--- src/verilog/ebtc_pkg.sv ---
package ebtc_pkg;
    localparam int          TIMER_COUNT   = 2;
    localparam int          COUNT_WIDTH   = 8;
    localparam int          PRESC_WIDTH   = 7;
    localparam logic [7:0]  COUNT_ZERO    = 8'h00;
    localparam logic [7:0]  COUNT_TOP     = 8'hFF;
    localparam logic [7:0]  COUNT_STEP    = 8'h01;
    localparam logic [6:0]  PRESC_ZERO    = 7'h00;
    localparam logic [6:0]  PRESC_ONE     = 7'h01;
    localparam logic [2:0]  TICK_ZERO     = 3'h0;
    localparam logic [2:0]  TICK_ONE      = 3'h1;
    localparam int          CTRL_DIV_HI   = 7;
    localparam int          CTRL_DIV_LO   = 5;
    localparam int          CTRL_RUN_BIT  = 4;
    localparam int          CTRL_CLR_BIT  = 3;
    localparam logic [2:0]  DIV_RESET     = 3'h0;
    typedef enum logic [3:0] {
        MODE_FREE   = 4'h1,
        MODE_DOWN   = 4'h2,
        MODE_MODULO = 4'h4,
        MODE_UPDOWN = 4'h8
    } ebtc_mode_e;
    typedef enum logic [1:0] {
        DIR_UP   = 2'h1,
        DIR_DOWN = 2'h2
    } ebtc_dir_e;
endpackage : ebtc_pkg

--- src/verilog/ebtc_timer.sv ---
`timescale 1ns/1ps
`default_nettype none
module ebtc_timer
    import ebtc_pkg::*;
(
    input  wire logic                   sys_clk,
    input  wire logic                   rst,
    input  wire logic                   clkEn,
    input  wire logic                   tickPulse,
    input  wire logic [2:0]             prescaleSelect,
    input  wire logic                   runControlBit,
    input  wire logic                   counterClearBit,
    input  wire logic [3:0]             modeSelect,
    input  wire logic [7:0]             channelZeroCompareValue,
    output logic [7:0]                  countValue,
    output logic                        terminalEvent
);
    logic [6:0]  prescReg;
    logic [6:0]  prescNext;
    logic [7:0]  countReg;
    logic [7:0]  countNext;
    ebtc_dir_e   dirReg;
    ebtc_dir_e   dirNext;
    logic        stepEn;
    logic        eventNext;
    logic        eventReg;
    logic [6:0]  prescMask;

    assign countValue    = countReg;
    assign terminalEvent = eventReg;

    ////////////////////////////////////////////////////////////////////////////
    always_comb begin
        prescMask = 7'((8'h01 << prescaleSelect) - 8'h01);
        prescNext = prescReg;
        countNext = countReg;
        dirNext   = dirReg;
        eventNext = 1'b0;
        stepEn    = 1'b0;
        if (runControlBit && tickPulse) begin
            prescNext = 7'((prescReg + PRESC_ONE) & prescMask);
            stepEn    = ((prescReg & prescMask) == prescMask);
        end
        if (stepEn) begin
            case (modeSelect)
                MODE_FREE: begin
                    countNext = countReg + COUNT_STEP;
                    eventNext = (countNext == COUNT_TOP);
                end
                MODE_MODULO: begin
                    countNext = (countReg == channelZeroCompareValue) ? COUNT_ZERO : countReg + COUNT_STEP;
                    eventNext = (countNext == channelZeroCompareValue);
                end
                MODE_DOWN: begin
                    countNext = (countReg == COUNT_ZERO) ? COUNT_ZERO : countReg - COUNT_STEP;
                    eventNext = (countReg != COUNT_ZERO) && (countNext == COUNT_ZERO);
                end
                MODE_UPDOWN: begin
                    if (dirReg == DIR_UP) begin
                        if (countReg >= channelZeroCompareValue) begin
                            dirNext   = DIR_DOWN;
                            countNext = countReg - COUNT_STEP;
                        end else begin
                            countNext = countReg + COUNT_STEP;
                        end
                    end else begin
                        if (countReg == COUNT_ZERO) begin
                            dirNext   = DIR_UP;
                            countNext = COUNT_STEP;
                        end else begin
                            countNext = countReg - COUNT_STEP;
                        end
                    end
                    eventNext = (countNext == COUNT_ZERO);
                end
                default: begin
                    countNext = countReg;
                end
            endcase
        end
        if (counterClearBit) begin
            // A step cut short by a clear must not raise a terminal event.
            countNext = COUNT_ZERO;
            prescNext = PRESC_ZERO;
            dirNext   = DIR_UP;
            eventNext = 1'b0;
        end
    end

    always_ff @(posedge sys_clk) begin
        if (rst) begin
            prescReg <= PRESC_ZERO;
            countReg <= COUNT_ZERO;
            dirReg   <= DIR_UP;
            eventReg <= 1'b0;
        end else if (clkEn) begin
            prescReg <= prescNext;
            countReg <= countNext;
            dirReg   <= dirNext;
            eventReg <= eventNext;
        end
    end

    ////////////////////////////////////////////////////////////////////////////
    // stopped counter holds
    a_hold_stopped: assert property (@(posedge sys_clk) disable iff (rst)
        (clkEn && !runControlBit && !counterClearBit) |=> $stable(countReg))
        else $error("Counter moved while stopped.");
    a_clear_zero: assert property (@(posedge sys_clk) disable iff (rst)
        (clkEn && counterClearBit) |=> (countReg == COUNT_ZERO))
        else $error("Clear did not zero counter.");
    a_free_wrap: assert property (@(posedge sys_clk) disable iff (rst)
        (clkEn && stepEn && !counterClearBit && modeSelect == MODE_FREE && countReg == COUNT_TOP)
        |=> (countReg == COUNT_ZERO))
        else $error("Free mode did not wrap.");
    a_free_flag: assert property (@(posedge sys_clk) disable iff (rst)
        (eventReg && modeSelect == MODE_FREE && $past(modeSelect) == MODE_FREE && !$past(counterClearBit))
        |-> (countReg == COUNT_TOP))
        else $error("Free flag off top.");
    a_mod_wrap: assert property (@(posedge sys_clk) disable iff (rst)
        (clkEn && stepEn && !counterClearBit && modeSelect == MODE_MODULO
         && countReg == channelZeroCompareValue) |=> (countReg == COUNT_ZERO))
        else $error("Modulo did not wrap.");
    a_step_one: assert property (@(posedge sys_clk) disable iff (rst)
        (clkEn && stepEn && !counterClearBit && modeSelect == MODE_FREE)
        |=> (countReg == $past(countReg) + COUNT_STEP))
        else $error("Count did not step by one.");
    a_div_two: assert property (@(posedge sys_clk) disable iff (rst)
        (clkEn && stepEn && prescaleSelect == 3'h1) ##1 (prescaleSelect == 3'h1) |-> !stepEn)
        else $error("Prescaler two stepped twice.");
    a_run_gate: assert property (@(posedge sys_clk) disable iff (rst)
        (clkEn && runControlBit && tickPulse && prescaleSelect == 3'h0 && modeSelect == MODE_FREE
         && !counterClearBit) |=> (countReg == $past(countReg) + COUNT_STEP))
        else $error("Running counter did not step.");
    c_free_wrap: cover property (@(posedge sys_clk) disable iff (rst)
        modeSelect == MODE_FREE && countReg == COUNT_TOP ##1 countReg == COUNT_ZERO);
    c_mod_event: cover property (@(posedge sys_clk) disable iff (rst)
        modeSelect == MODE_MODULO && eventReg);
    c_updown_turn: cover property (@(posedge sys_clk) disable iff (rst)
        dirReg == DIR_DOWN ##1 dirReg == DIR_UP);
endmodule // ebtc_timer
`default_nettype wire

--- src/verilog/ebtc_top.sv ---
`timescale 1ns/1ps
`default_nettype none
module ebtc_top
    import ebtc_pkg::*;
(
    input  wire logic                   sys_clk,
    input  wire logic                   rst,
    input  wire logic                   clkEn,
    input  wire logic [2:0]             tickRateSelect,
    input  wire logic [15:0]            timerControlReg,
    input  wire logic [7:0]             modeSelect,
    input  wire logic [15:0]            channelZeroCompareValue,
    input  wire logic [15:0]            channelOneCompareValue,
    input  wire logic [1:0]             terminalCountIrqMask,
    input  wire logic [1:0]             timerIrqEnable,
    input  wire logic [1:0]             flagClear,
    output logic [15:0]                 countValueReg,
    output logic [1:0]                  terminalCountFlag,
    output logic [1:0]                  cpuTimerIrqFlag,
    output logic [1:0]                  timerIrqReq,
    output logic [3:0]                  comparePin
);
    // Control byte per timer: [7:5] prescale_select, [4] run, [3] clear.
    logic [2:0]  tickCntReg;
    logic [2:0]  tickCntNext;
    logic        tickReg;
    logic        tickNext;
    logic [2:0]  tickLimit;
    logic [15:0] countWire;
    logic [1:0]  eventWire;
    logic [15:0] countValueNext;
    logic [1:0]  flagReg;
    logic [1:0]  flagNext;
    logic [1:0]  cpuReg;
    logic [1:0]  cpuNext;
    logic [1:0]  irqReg;
    logic [1:0]  irqNext;
    logic [3:0]  pinReg;
    logic [3:0]  pinNext;

    assign terminalCountFlag = flagReg;
    assign cpuTimerIrqFlag   = cpuReg;
    assign timerIrqReq       = irqReg;
    assign comparePin        = pinReg;

    ////////////////////////////////////////////////////////////////////////////
    // tick from system clock
    always_comb begin
        tickLimit   = 3'((4'h1 << tickRateSelect[1:0]) - 4'h1);
        tickCntNext = tickCntReg + TICK_ONE;
        tickNext    = 1'b0;
        if (tickCntReg >= tickLimit) begin
            tickCntNext = TICK_ZERO;
            tickNext    = 1'b1;
        end
    end

    always_ff @(posedge sys_clk) begin
        if (rst) begin
            tickCntReg <= TICK_ZERO;
            tickReg    <= 1'b0;
        end else if (clkEn) begin
            tickCntReg <= tickCntNext;
            tickReg    <= tickNext;
        end
    end

    ////////////////////////////////////////////////////////////////////////////
    for (genvar t = 0; t < TIMER_COUNT; t++) begin : gTimer
        ebtc_timer uTimer (
            .sys_clk                 (sys_clk),
            .rst                     (rst),
            .clkEn                   (clkEn),
            .tickPulse               (tickReg),
            .prescaleSelect          (timerControlReg[8*t+CTRL_DIV_LO +: 3]),
            .runControlBit           (timerControlReg[8*t+CTRL_RUN_BIT]),
            .counterClearBit         (timerControlReg[8*t+CTRL_CLR_BIT]),
            .modeSelect              (modeSelect[4*t +: 4]),
            .channelZeroCompareValue (channelZeroCompareValue[8*t +: 8]),
            .countValue              (countWire[8*t +: 8]),
            .terminalEvent           (eventWire[t])
        );
    end

    ////////////////////////////////////////////////////////////////////////////
    always_comb begin
        countValueNext = countWire;
        flagNext       = flagReg;
        cpuNext        = cpuReg;
        irqNext        = irqReg;
        pinNext        = pinReg;
        for (int t = 0; t < TIMER_COUNT; t++) begin
            // Set wins over a clear in the same cycle.
            if (flagClear[t]) begin
                flagNext[t] = 1'b0;
                cpuNext[t]  = 1'b0;
            end
            if (eventWire[t]) begin
                flagNext[t] = 1'b1;
                if (terminalCountIrqMask[t]) begin
                    cpuNext[t] = 1'b1;
                end
            end
            irqNext[t] = cpuNext[t] && terminalCountIrqMask[t] && timerIrqEnable[t];
            pinNext[2*t]   = (countWire[8*t +: 8] == channelZeroCompareValue[8*t +: 8]);
            pinNext[2*t+1] = (countWire[8*t +: 8] == channelOneCompareValue[8*t +: 8]);
        end
    end

    always_ff @(posedge sys_clk) begin
        if (rst) begin
            countValueReg <= 16'h0000;
            flagReg       <= 2'h0;
            cpuReg        <= 2'h0;
            irqReg        <= 2'h0;
            pinReg        <= 4'h0;
        end else if (clkEn) begin
            countValueReg <= countValueNext;
            flagReg       <= flagNext;
            cpuReg        <= cpuNext;
            irqReg        <= irqNext;
            pinReg        <= pinNext;
        end
    end

    ////////////////////////////////////////////////////////////////////////////
    // request needs both
    a_irq_gate: assert property (@(posedge sys_clk) disable iff (rst)
        irqReg[0] |-> (cpuReg[0] && $past(terminalCountIrqMask[0]) && $past(timerIrqEnable[0])))
        else $error("Request without mask and enable.");
    a_cpu_mask: assert property (@(posedge sys_clk) disable iff (rst)
        ($rose(cpuReg[0]) && $past(clkEn)) |-> $past(terminalCountIrqMask[0]) && $past(eventWire[0]))
        else $error("CPU flag set while masked.");
    a_flag_set: assert property (@(posedge sys_clk) disable iff (rst)
        (clkEn && eventWire[1]) |=> flagReg[1])
        else $error("Terminal flag not set.");
    a_read_count: assert property (@(posedge sys_clk) disable iff (rst)
        clkEn |=> (countValueReg == $past(countWire)))
        else $error("Count readback stale.");
    a_irq_raise: assert property (@(posedge sys_clk) disable iff (rst)
        (clkEn && cpuReg[1] && terminalCountIrqMask[1] && timerIrqEnable[1] && !flagClear[1]) |=> irqReg[1])
        else $error("Request missing with mask and enable.");
    a_freeze_hold: assert property (@(posedge sys_clk) disable iff (rst)
        !clkEn |=> ($stable(countValueReg) && $stable(flagReg) && $stable(irqReg)))
        else $error("State moved with clock enable low.");
    c_irq: cover property (@(posedge sys_clk) disable iff (rst) irqReg[1]);
endmodule // ebtc_top
`default_nettype wire

--- config.mk ---
export PLATFORM = sky130hd
export DESIGN_NAME = ebtc_top
export DESIGN_NICKNAME = d
export VERILOG_FILES = /design/src/verilog/ebtc_pkg.sv /design/src/verilog/ebtc_timer.sv /design/src/verilog/ebtc_top.sv
export SDC_FILE = /design/constraint.sdc
export NUM_CORES = 1
export LEC_CHECK = 0
export ABC_AREA = 1
export BUFFER_PORTS_ARGS = -buffer_cell sky130_fd_sc_hd__buf_2
export CAP_MARGIN = 20
export CORE_MARGIN = 2
export CORE_UTILIZATION = 48
export CTS_BUF_LIST = sky130_fd_sc_hd__clkbuf_4
export DETAILED_ROUTE_END_ITERATION = 10
export PLACE_DENSITY = 0.8
export SLEW_MARGIN = 15
export SYNTH_ARGS = -nofsm -noshare
export SYNTH_HDL_FRONTEND = slang
export SYNTH_SLANG_ARGS = --single-unit
--- constraint.sdc ---
create_clock -name sys_clk -period 4.6 [get_ports sys_clk]
set_input_delay 0.69 -clock sys_clk [delete_from_list [all_inputs] [get_ports sys_clk]]
set_output_delay 0.69 -clock sys_clk [all_outputs]
set_load 0.05 [all_outputs]
# [Word-level counts from Yosys, hierarchy flattened]
# Cells that the tools add are included.
[totals] rom_bits=0 elab_cells=150 output_inout_bits=26 ff_bits=66 ramBits=0 latchBits=0 inputBits=68 n_memories=0
[op_classes] div=0 addsub=10 n_mux=56 n_mul=0 n_bitwise=4 order_cmp=3 n_reduce_logical=36 shifts=3 n_eq_ne=22
[ops] op="$mux 8" count=18
[ops] op="$pmux 8 s4" count=2
[ops] op="$eq 8x8->1" count=6
[ops] op="$logic_not 8->1" count=6
[ops] op="$and 7x7->7" count=4
[ops] op="$mux 7" count=4
[ops] op="$mux 2" count=12
[ops] op="$mux 1" count=17
[ops] op="$add 8x1->8 const B" count=2
[ops] op="$eq 8x8->1 const B" count=2
[ops] op="$ge 8x8->1" count=2
[ops] op="$reduce_bool 2->1" count=8
[ops] op="$reduce_bool 8->1" count=2
[ops] op="$sub 8x1->8 const B" count=2
[ops] op="$add 7x1->7 const B" count=2
[ops] op="$eq 7x7->1" count=2
[ops] op="$shl 1x3->7 const A" count=2
[ops] op="$sub 7x1->7 const B" count=2
[ops] op="$reduce_and 5->1" count=2
[ops] op="$reduce_bool 5->1" count=2
[ops] op="$eq 4x1->1 const B" count=2
[ops] op="$eq 4x2->1 const B" count=2
[ops] op="$eq 4x3->1 const B" count=2
[ops] op="$eq 4x4->1 const B" count=2
[ops] op="12 further kinds" count=27

# [Logic depth before layout (Yosys ltp)]
# Gate-level depths: netlist of run 1.
[logic_depth] word_depth=10 depth_mapped=17

# [Hierarchy]
# A second synthesis of run 1 with hierarchy kept.
[hier_totals] cells_unflattened=1036 area_unflattened_um2=6273.5
[modules_own_cells] module="ebtc_timer" area_each_um2=2299.7 n_inst=2 cells_each=390 seq_area_each_um2=360.3
[modules_own_cells] module="ebtc_top" area_each_um2=1674.1 n_inst=1 cells_each=256 seq_area_each_um2=600.6

# [Worst setup path before layout of run 1]
# Ideal clock, no wire load.
[synth_timing] path_type="input -> register" from="in timerControlReg[14]" to="reg gTimer[1].uTimer.countReg[7]" n_path_buf=0 setup_ns=0.134 arrival_ns=2.192 slack_ns=2.274 path_stages=12 path_cell_list="nor2_1 nand2_1 ha_1 inv_1 a221oi_1 nand3_1 nor3_1 inv_1 nand2_1 nand3_2 nand2_1 a21oi_1"
[synth_via] elab_chain_len=7
[synth_lines] element="start, declared" line_no="ebtc_top.sv:10" text="input wire logic [15:0] timerControlReg,"
[synth_lines] element="$shl 1x3->7 *" line_no="ebtc_timer.sv:34" text="prescMask = 7'((8'h01 << prescaleSelect) - 8'h01);"
[synth_lines] element="$sub 7x1->7 *" line_no="ebtc_timer.sv:34"
[synth_lines] element="$and 7x7->7" line_no="ebtc_timer.sv:42" text="stepEn = ((prescReg & prescMask) == prescMask);"
[synth_lines] element="$eq 7x7->1 *" line_no="ebtc_timer.sv:42"
[synth_lines] element="$mux 1 *" line_no="ebtc_timer.sv:40" text="if (runControlBit && tickPulse) begin"
[synth_lines] element="$reduce_bool 2->1 (no line) *"
[synth_lines] element="$reduce_and 3->1 (no line) *"
[synth_lines] element="end signal, assigned" line_no="ebtc_timer.sv:98" text="countReg <= countNext;"
[synth_lines] element="end, declared" line_no="ebtc_timer.sv:20" text="logic [7:0] countReg;"
# Mark *: on every way between the ends. The rest lies on a longest branch, timed or not.
# A chain may end at the register's enable or synchronous reset.

# [Final worst setup path of run 1]
[layout_timing] from="reg gTimer[0].uTimer.countReg[0]" to="reg gTimer[0].uTimer.countReg[6]"
[layout_via] elab_chain_len=8
[layout_lines] element="start, declared" line_no="ebtc_timer.sv:20"
[layout_lines] element="start signal, assigned" line_no="ebtc_timer.sv:98"
[layout_lines] element="$sub 8x1->8 (tied with other cells)" line_no="ebtc_timer.sv:55, ebtc_timer.sv:62, ebtc_timer.sv:71"
[layout_lines] element="$mux 8 (on tied branches)" line_no="ebtc_timer.sv:67, ebtc_timer.sv:60"
[layout_lines] element="$mux 8" line_no="ebtc_timer.sv:59" text="if (dirReg == DIR_UP) begin"
[layout_lines] element="$mux 8" line_no="ebtc_timer.sv:45" text="case (modeSelect)"
[layout_lines] element="$mux 8" line_no="ebtc_timer.sv:44" text="if (stepEn) begin"
[layout_lines] element="$pmux 8 s4 *" line_no="ebtc_timer.sv:45"
[layout_lines] element="$mux 8 *" line_no="ebtc_timer.sv:44"
[layout_lines] element="$mux 8 *" line_no="ebtc_timer.sv:81" text="if (counterClearBit) begin"
# Mark *: on every way between the ends. The rest lies on a longest branch, timed or not. The select of a mux whose other input is x is not followed.

==> run metrics, run 1 <==
status=completed; Worst R2R Start=gTimer[0].uTimer.countValue[0]$_SDFFE_PP0P_; CP Data Arrival Time=between 3 and 4 ns; setup skew after layout=~0.02 ns; placed wire-length estimate=approximately 13 mm; most common cell after layout, fill and taps aside=nand2_1; fillers=~1,200; number of enable flip-flop cells after synthesis=0; I/O pins=94; largest net degree at the start of global routing=a little over 50; Post-Synthesis Cell Area=between 5000 and 6000 um2; Hold EP=gTimer[1].uTimer.dirReg[1]$_SDFFE_PP0P_; Yosys warning count=0; largest family of logic cells by synthesized area=simple AND/OR/NAND/NOR gates; maximum clock frequency=around 370 MHz; Die H=about 110 um; DRC Markers=0; switching share of total power=0.312; vias in the first global route=5,840; hold slack=between 0.4 and 0.5 ns; most frequent cells in the layout=nand2_1 (270), inv_1 (108), nand3_1 (102), a21oi_1 (87), buf_2 (86); final setup violating endpoints=0; post-route minimum period=around 2.7 ns; Worst Setup End Kind=flip-flop; post-cts resize count=0; Vias/cell=around 5.5; FF+latch count, synth=66; Worst Hold Depth=2; Hold WC Path Type=flip-flop to flip-flop; fin nets=between 1,000 and 1,500; sequential share of power=0.461; first-pass GRT wire length=~27 mm; sequential cell area fraction in the yosys report=0.227; DR WL/cell=13.9 um; period utilization=0.589; crit path launch type=flip-flop; TNS Setup=0 ns; Synth Area in Adders=0.0688; maximum VDD drop=96.7 uV; flop-to-flop setup slack=between 1.5 and 2 ns; combinational power share=0.195; XOR/XNOR share of the synthesized area=0.0361; GR Util All Layers=0.259; PwrDens=roughly 200 nW/um2; gr ovfl total=0; postcts setup bufs=0; syn_nets=approximately 1,100; hold_buf cts=0; Clk pwr share=0.344; Cells after DPL=~1,200; syn avg cell area=~6.1 um2; hold_sp=gTimer[1].uTimer.dirReg[1]$_SDFFE_PP0P_; 1st-iter DRT viols=about 480; Vias=roughly 6,500; Req. time, crit path=between 4 and 5 ns; Pre-antenna DRT Iters=5; CTS tree=yes; Port Buffers=86; htree depth=3; Area Overhead vs Synth=11.5%; Sink Count=66; post-synth cell types=46; cts bufs inserted=9; Clk pin slew, worst setup/hold paths=roughly 0.11 ns; most common flop cell mapped by yosys=dfxtp_1; RSZ-0062 raised after global routing=false; Initial Utilization=0.489; WS Path Type=flip-flop to flip-flop; max_slew headroom=0.476; die area=~13,000 um2; area fraction in compound gates after synthesis=0.167; reg2reg end=gTimer[0].uTimer.countValue[6]$_SDFFE_PP0P_; # rows=40; multiplexer share of the synthesized area=0; LEAKAGE=~3.1 nW; Max Slew Vio Count=0; Finished Layout Cells=between 1,000 and 1,500; final hold vios=0; Async S/R FF share, synth=0; Slew @ Worst Pin=between 0.7 and 0.8 ns; Core ar.=11,900 um2; Power Internal=between 0.8 and 0.9 mW; initial antenna violation count=1; share of layout cells above drive strength 1=0.141; # Max-Cap Violations=0; Max Buffers Root-to-Sink=2; Simple-Gate Fraction of Synth Area=0.404; clk_lat worst skew=0.42 ns; Die X=between 100 and 150 um; final antenna-violating net count=0; worst-path maximum fanout=18; Root Buffer=clkbuf_4; final wirelength=16.5 mm; number of cells on the worst reg-to-reg path=15; crit path from=gTimer[0].uTimer.countValue[0]$_SDFFE_PP0P_; cells after synthesis=961; global placement routability congestion=roughly 1; Net Sw Power=roughly 0.4 mW
## power by group through the flow
stage	clock (mW)	sequential, mW	combinational (mW)
floorplan	0	0.629	0.145
global placement	0	0.604	0.247
detailed placement	0	0.604	0.249
CTS	0.455	0.591	0.250
global route	0.483	0.593	0.281
finish	0.442	0.591	0.250
## routing by layer
metal | GRT usage | routed length (um) | part of all wire
met1 | 0.342 | 7390 | 0.45
met2 | 0.432 | 7550 | 0.46
met3 | 0.0434 | 1170 | 0.071
met4 | 0.0837 | 387 | 0.023
met5 | 0 | 0 | 0
## worst max path at each step
stage	end	slack (ns)	cells past startpoint
floorplan	gTimer[1].uTimer.countValue[7]$_SDFFE_PP0P_	2.27	12
global placement	gTimer[0].uTimer.prescReg[6]$_SDFFE_PP0P_	1.62	10
detailed placement	gTimer[0].uTimer.prescReg[6]$_SDFFE_PP0P_	1.56	10
CTS	gTimer[1].uTimer.countValue[5]$_SDFFE_PP0P_	1.93	15
global route	gTimer[1].uTimer.countValue[1]$_SDFFE_PP0P_	1.63	14
finish	gTimer[0].uTimer.countValue[6]$_SDFFE_PP0P_	1.89	15
## cell type report
type	instances	area, um2	area share
clock inverter	7	92.6	0.0143
multi-input combinational	750	3930	0.606
clock buffer	9	67.6	0.0104
sequential	66	1320	0.204
timing repair buffer	87	438	0.0675
tap	147	184	0.0284
inverter	120	450	0.0694
antenna	1	2.50	0.000386
## synth_stat cells, types with 3 or more instances
master / n / area, um2
nor3_4: 5 / 81.3
or2_2: 3 / 18.8
nand3_1: 102 / 510
a21oi_1: 87 / 435
nand2_2: 7 / 43.8
nand2_1: 270 / 1010
o211ai_1: 11 / 82.6
clkbuf_1: 16 / 60.1
inv_1: 108 / 405
nand4_1: 16 / 100
buf_2: 6 / 30.0
ha_1: 32 / 400
xor2_1: 19 / 166
nor3_2: 3 / 30.0
nand3_2: 3 / 30.0
a221oi_1: 3 / 26.3
nand3b_1: 3 / 22.5
o21ai_0: 45 / 225
inv_2: 10 / 37.5
dfxtp_1: 66 / 1320
nor2_1: 80 / 300
nor2_2: 4 / 25.0
o22ai_1: 3 / 18.8
a31oi_1: 5 / 31.3
xnor2_1: 5 / 43.8
o21ai_1: 6 / 30.0
o2111ai_1: 3 / 26.3
nor3_1: 16 / 80.1
## worst max-delay path, stage by stage, from the launching register on
cell      delay [ns]
dfxtp_1         0.54
inv_2           0.21
ha_1            0.31
nand2_1         0.06
nor2_1          0.04
nand2_2         0.28
inv_2           0.12
nor2_4          0.18
nand2_2         0.13
nand2_1         0.09
nand3_1         0.06
o21ai_0         0.13
nand2_1         0.11
nand3_1         0.08
o211ai_1        0.11
a21oi_1         0.15
## logic make-up (layout without fill, tap and decap cells)
group,Yosys count,after routing
buffers and inverters,145,223
and+or+nand+nor,520,520
adders and majority gates,32,32
xor gates and xnor gates,24,24
AOI/OAI and AO/OA,174,174
other,0,1
DFF,66,66
## through the flow
step                      power, mW  area, um2   util  setup slack (ns)
after detailed placement      0.853       6320  0.531              1.56
after CTS                      1.30       6480  0.544              1.93
after global routing           1.36       6490  0.545              1.63
after floorplan               0.774       5820      -              2.27
final                          1.28       6490  0.545              1.89
after global placement        0.850       6320  0.531              1.62
## flip-flops by register name, summed over array words and instances, names as in the netlist
name / cells
terminalCountFlag: 2
tickCntReg: 3
cpuTimerIrqFlag: 2
countValueReg: 16
gTimer.uTimer.dirReg: 4
comparePin: 4
tickReg: 1
gTimer.uTimer.terminalEvent: 2
timerIrqReq: 2
gTimer.uTimer.prescReg: 14
gTimer.uTimer.countValue: 16
Power figures use the tool's default switching activity.
==> run 2: changes to the inputs <==
==> constraint.sdc (replaced) <==
create_clock -name sys_clk -period 2.7 [get_ports sys_clk]
set_input_delay 0.405 -clock sys_clk [delete_from_list [all_inputs] [get_ports sys_clk]]
set_output_delay 0.405 -clock sys_clk [all_outputs]
set_load 0.05 [all_outputs]
==> run metrics, run 2 (synthesis results as in run 1) <==
gr ovfl total=0; Hold WC Path Type=input pin to flip-flop; fin nets=1,161; Clk pin slew, worst setup/hold paths=between 0.1 and 0.15 ns; Reg area=1320 um2; flop-to-flop setup slack=about 0.36 ns; setup skew after layout=between 0.01 and 0.015 ns; global placement routability congestion=1.04; cts bufs inserted=9; crit path launch type=flip-flop; WL met3=around 1.3 mm; Worst Path Buf+Inv=1; initial antenna violation count=1; RSZ-0062 raised after global routing=false; maximum VDD drop=around 170 uV; top sig layer=met4; Pre-antenna DRT Iters=5; Slew @ Worst Pin=around 0.82 ns; GR Util All Layers=0.268; hold_sp=timerIrqEnable[1]; Max Slew Vio Count=0; Port Buffers=86; most frequent cells in the layout=nand2_1 (270), inv_1 (108), nand3_1 (102), a21oi_1 (87), buf_2 (86); Die H=approximately 110 um; Max Buffers Root-to-Sink=2; Area Overhead vs Synth=14.5%; met2 routed WL=7.81 mm; CTS tree=yes; Core ar.=~12,000 um2; WS Path Type=flip-flop to flip-flop; I/O pins=94; die area=between 10,000 and 15,000 um2; post-cts resize count=0; maximum clock frequency=428 MHz; 1st-iter DRT viols=about 520; Sink Count=66; final antenna-violating net count=0; CP Data Arrival Time=2.70 ns; hold slack=between 0.2 and 0.25 ns; Top Family by Delay on Critical Path=simple AND/OR/NAND/NOR gates; crit-path cells=ha_1, nand2_1, nor2_1, nand2_2, inv_2, nor2_4, nand2_2, nand2_1, nand2_1, o21ai_0, nand2_1, nand4_1, nand3_1, a21oi_1; worst-path maximum fanout=7; final setup violating endpoints=0; htree depth=3; LEAKAGE=approximately 3.3 nW; # rows=40; postcts setup bufs=0; Req. time, crit path=~3 ns; DR WL/cell=14.2 um; most common cell after layout, fill and taps aside=nand2_1; DRC Markers=0; hold_buf cts=0; Worst Setup End Kind=flip-flop; M1 WL=approximately 7.7 mm; Die X=114 um; # Max-Cap Violations=0; cell repeated most along the worst path=nand2_1; placed wire-length estimate=13.2 mm; CP max stage cell=dfxtp_1; max_slew headroom=0.455; largest net degree at the start of global routing=50; PwrDens=about 320 nW/um2; final hold vios=0; Vias/cell=about 5.5; fillers=1,221; first-pass GRT wire length=roughly 28 mm; Initial Utilization=0.489; final wirelength=17.2 mm; share of layout cells above drive strength 1=0.162; post-route minimum period=approximately 2.3 ns; vias in the first global route=slightly below 6,000; Vias=roughly 6,700; crit path from=gTimer[0].uTimer.countValue[3]$_SDFFE_PP0P_; area of the multi-input gates=3930 um2; clk_lat worst skew=~0.44 ns; delay of the slowest critical-path stage=0.49 ns; Worst R2R Start=gTimer[0].uTimer.countValue[3]$_SDFFE_PP0P_; status=completed; Root Buffer=clkbuf_4; TNS Setup=0 ns; period utilization=0.865
[run 2: tightest hold or removal path: cells and delay by family]
kind,cells,cell delay [ns]
compound gates,1,0.06
buf+inv,1,0.10
simple gates,1,0.07
[run 2: stage by stage]
stage / setup slack, ns / utilization / cells / total power [mW] / instance area [um2]
floorplan: 0.633 / - / 961 / 1.32 / 5820
CTS: 0.435 / 0.559 / 1212 / 2.13 / 6660
global placement: 0.216 / 0.548 / 1197 / 1.46 / 6530
finish: 0.365 / 0.559 / 1213 / 2.13 / 6660
detailed placement: 0.149 / 0.548 / 1197 / 1.46 / 6530
global route: 0.165 / 0.559 / 1213 / 2.23 / 6660
[run 2: worst paths after layout]
| kind | endpoint | cells past startpoint |
|---|---|---|
| setup / recovery | gTimer[0].uTimer.countValue[2]$_SDFFE_PP0P_ | 14 |
| hold / removal | timerIrqReq[1]$_SDFFE_PP0P_ | 3 |
| setup reg to reg | gTimer[0].uTimer.countValue[2]$_SDFFE_PP0P_ | 14 |
| hold reg to reg | gTimer[0].uTimer.dirReg[1]$_SDFFE_PP0P_ | 2 |
[run 2: layout make-up]
type	instances	share of cell area
Multi-Input combinational cell	750	0.590
Sequential cell	66	0.198
Timing Repair Buffer	114	0.0962
Inverter	120	0.0676
Tap cell	147	0.0276
Clock buffer	12	0.0135
Clock inverter	3	0.00620
Antenna cell	1	0.000376
[run 2: report_power, final]
part | total (mW) | switching, mW | internal [mW]
combinational | 0.439 | 0.298 | 0.141
sequential | 1.01 | 0.0118 | 0.995
clock | 0.680 | 0.374 | 0.306
total | 2.13 | 0.683 | 1.44
[run 2: per-layer routing]
| metal | GRT usage | vias up |
|---|---|---|
| li1 | - | 3393 |
| met4 | 0.0984 | 0 |
| met3 | 0.0376 | 42 |
| met1 | 0.360 | 2935 |
| met2 | 0.437 | 301 |
| met5 | 0 | - |
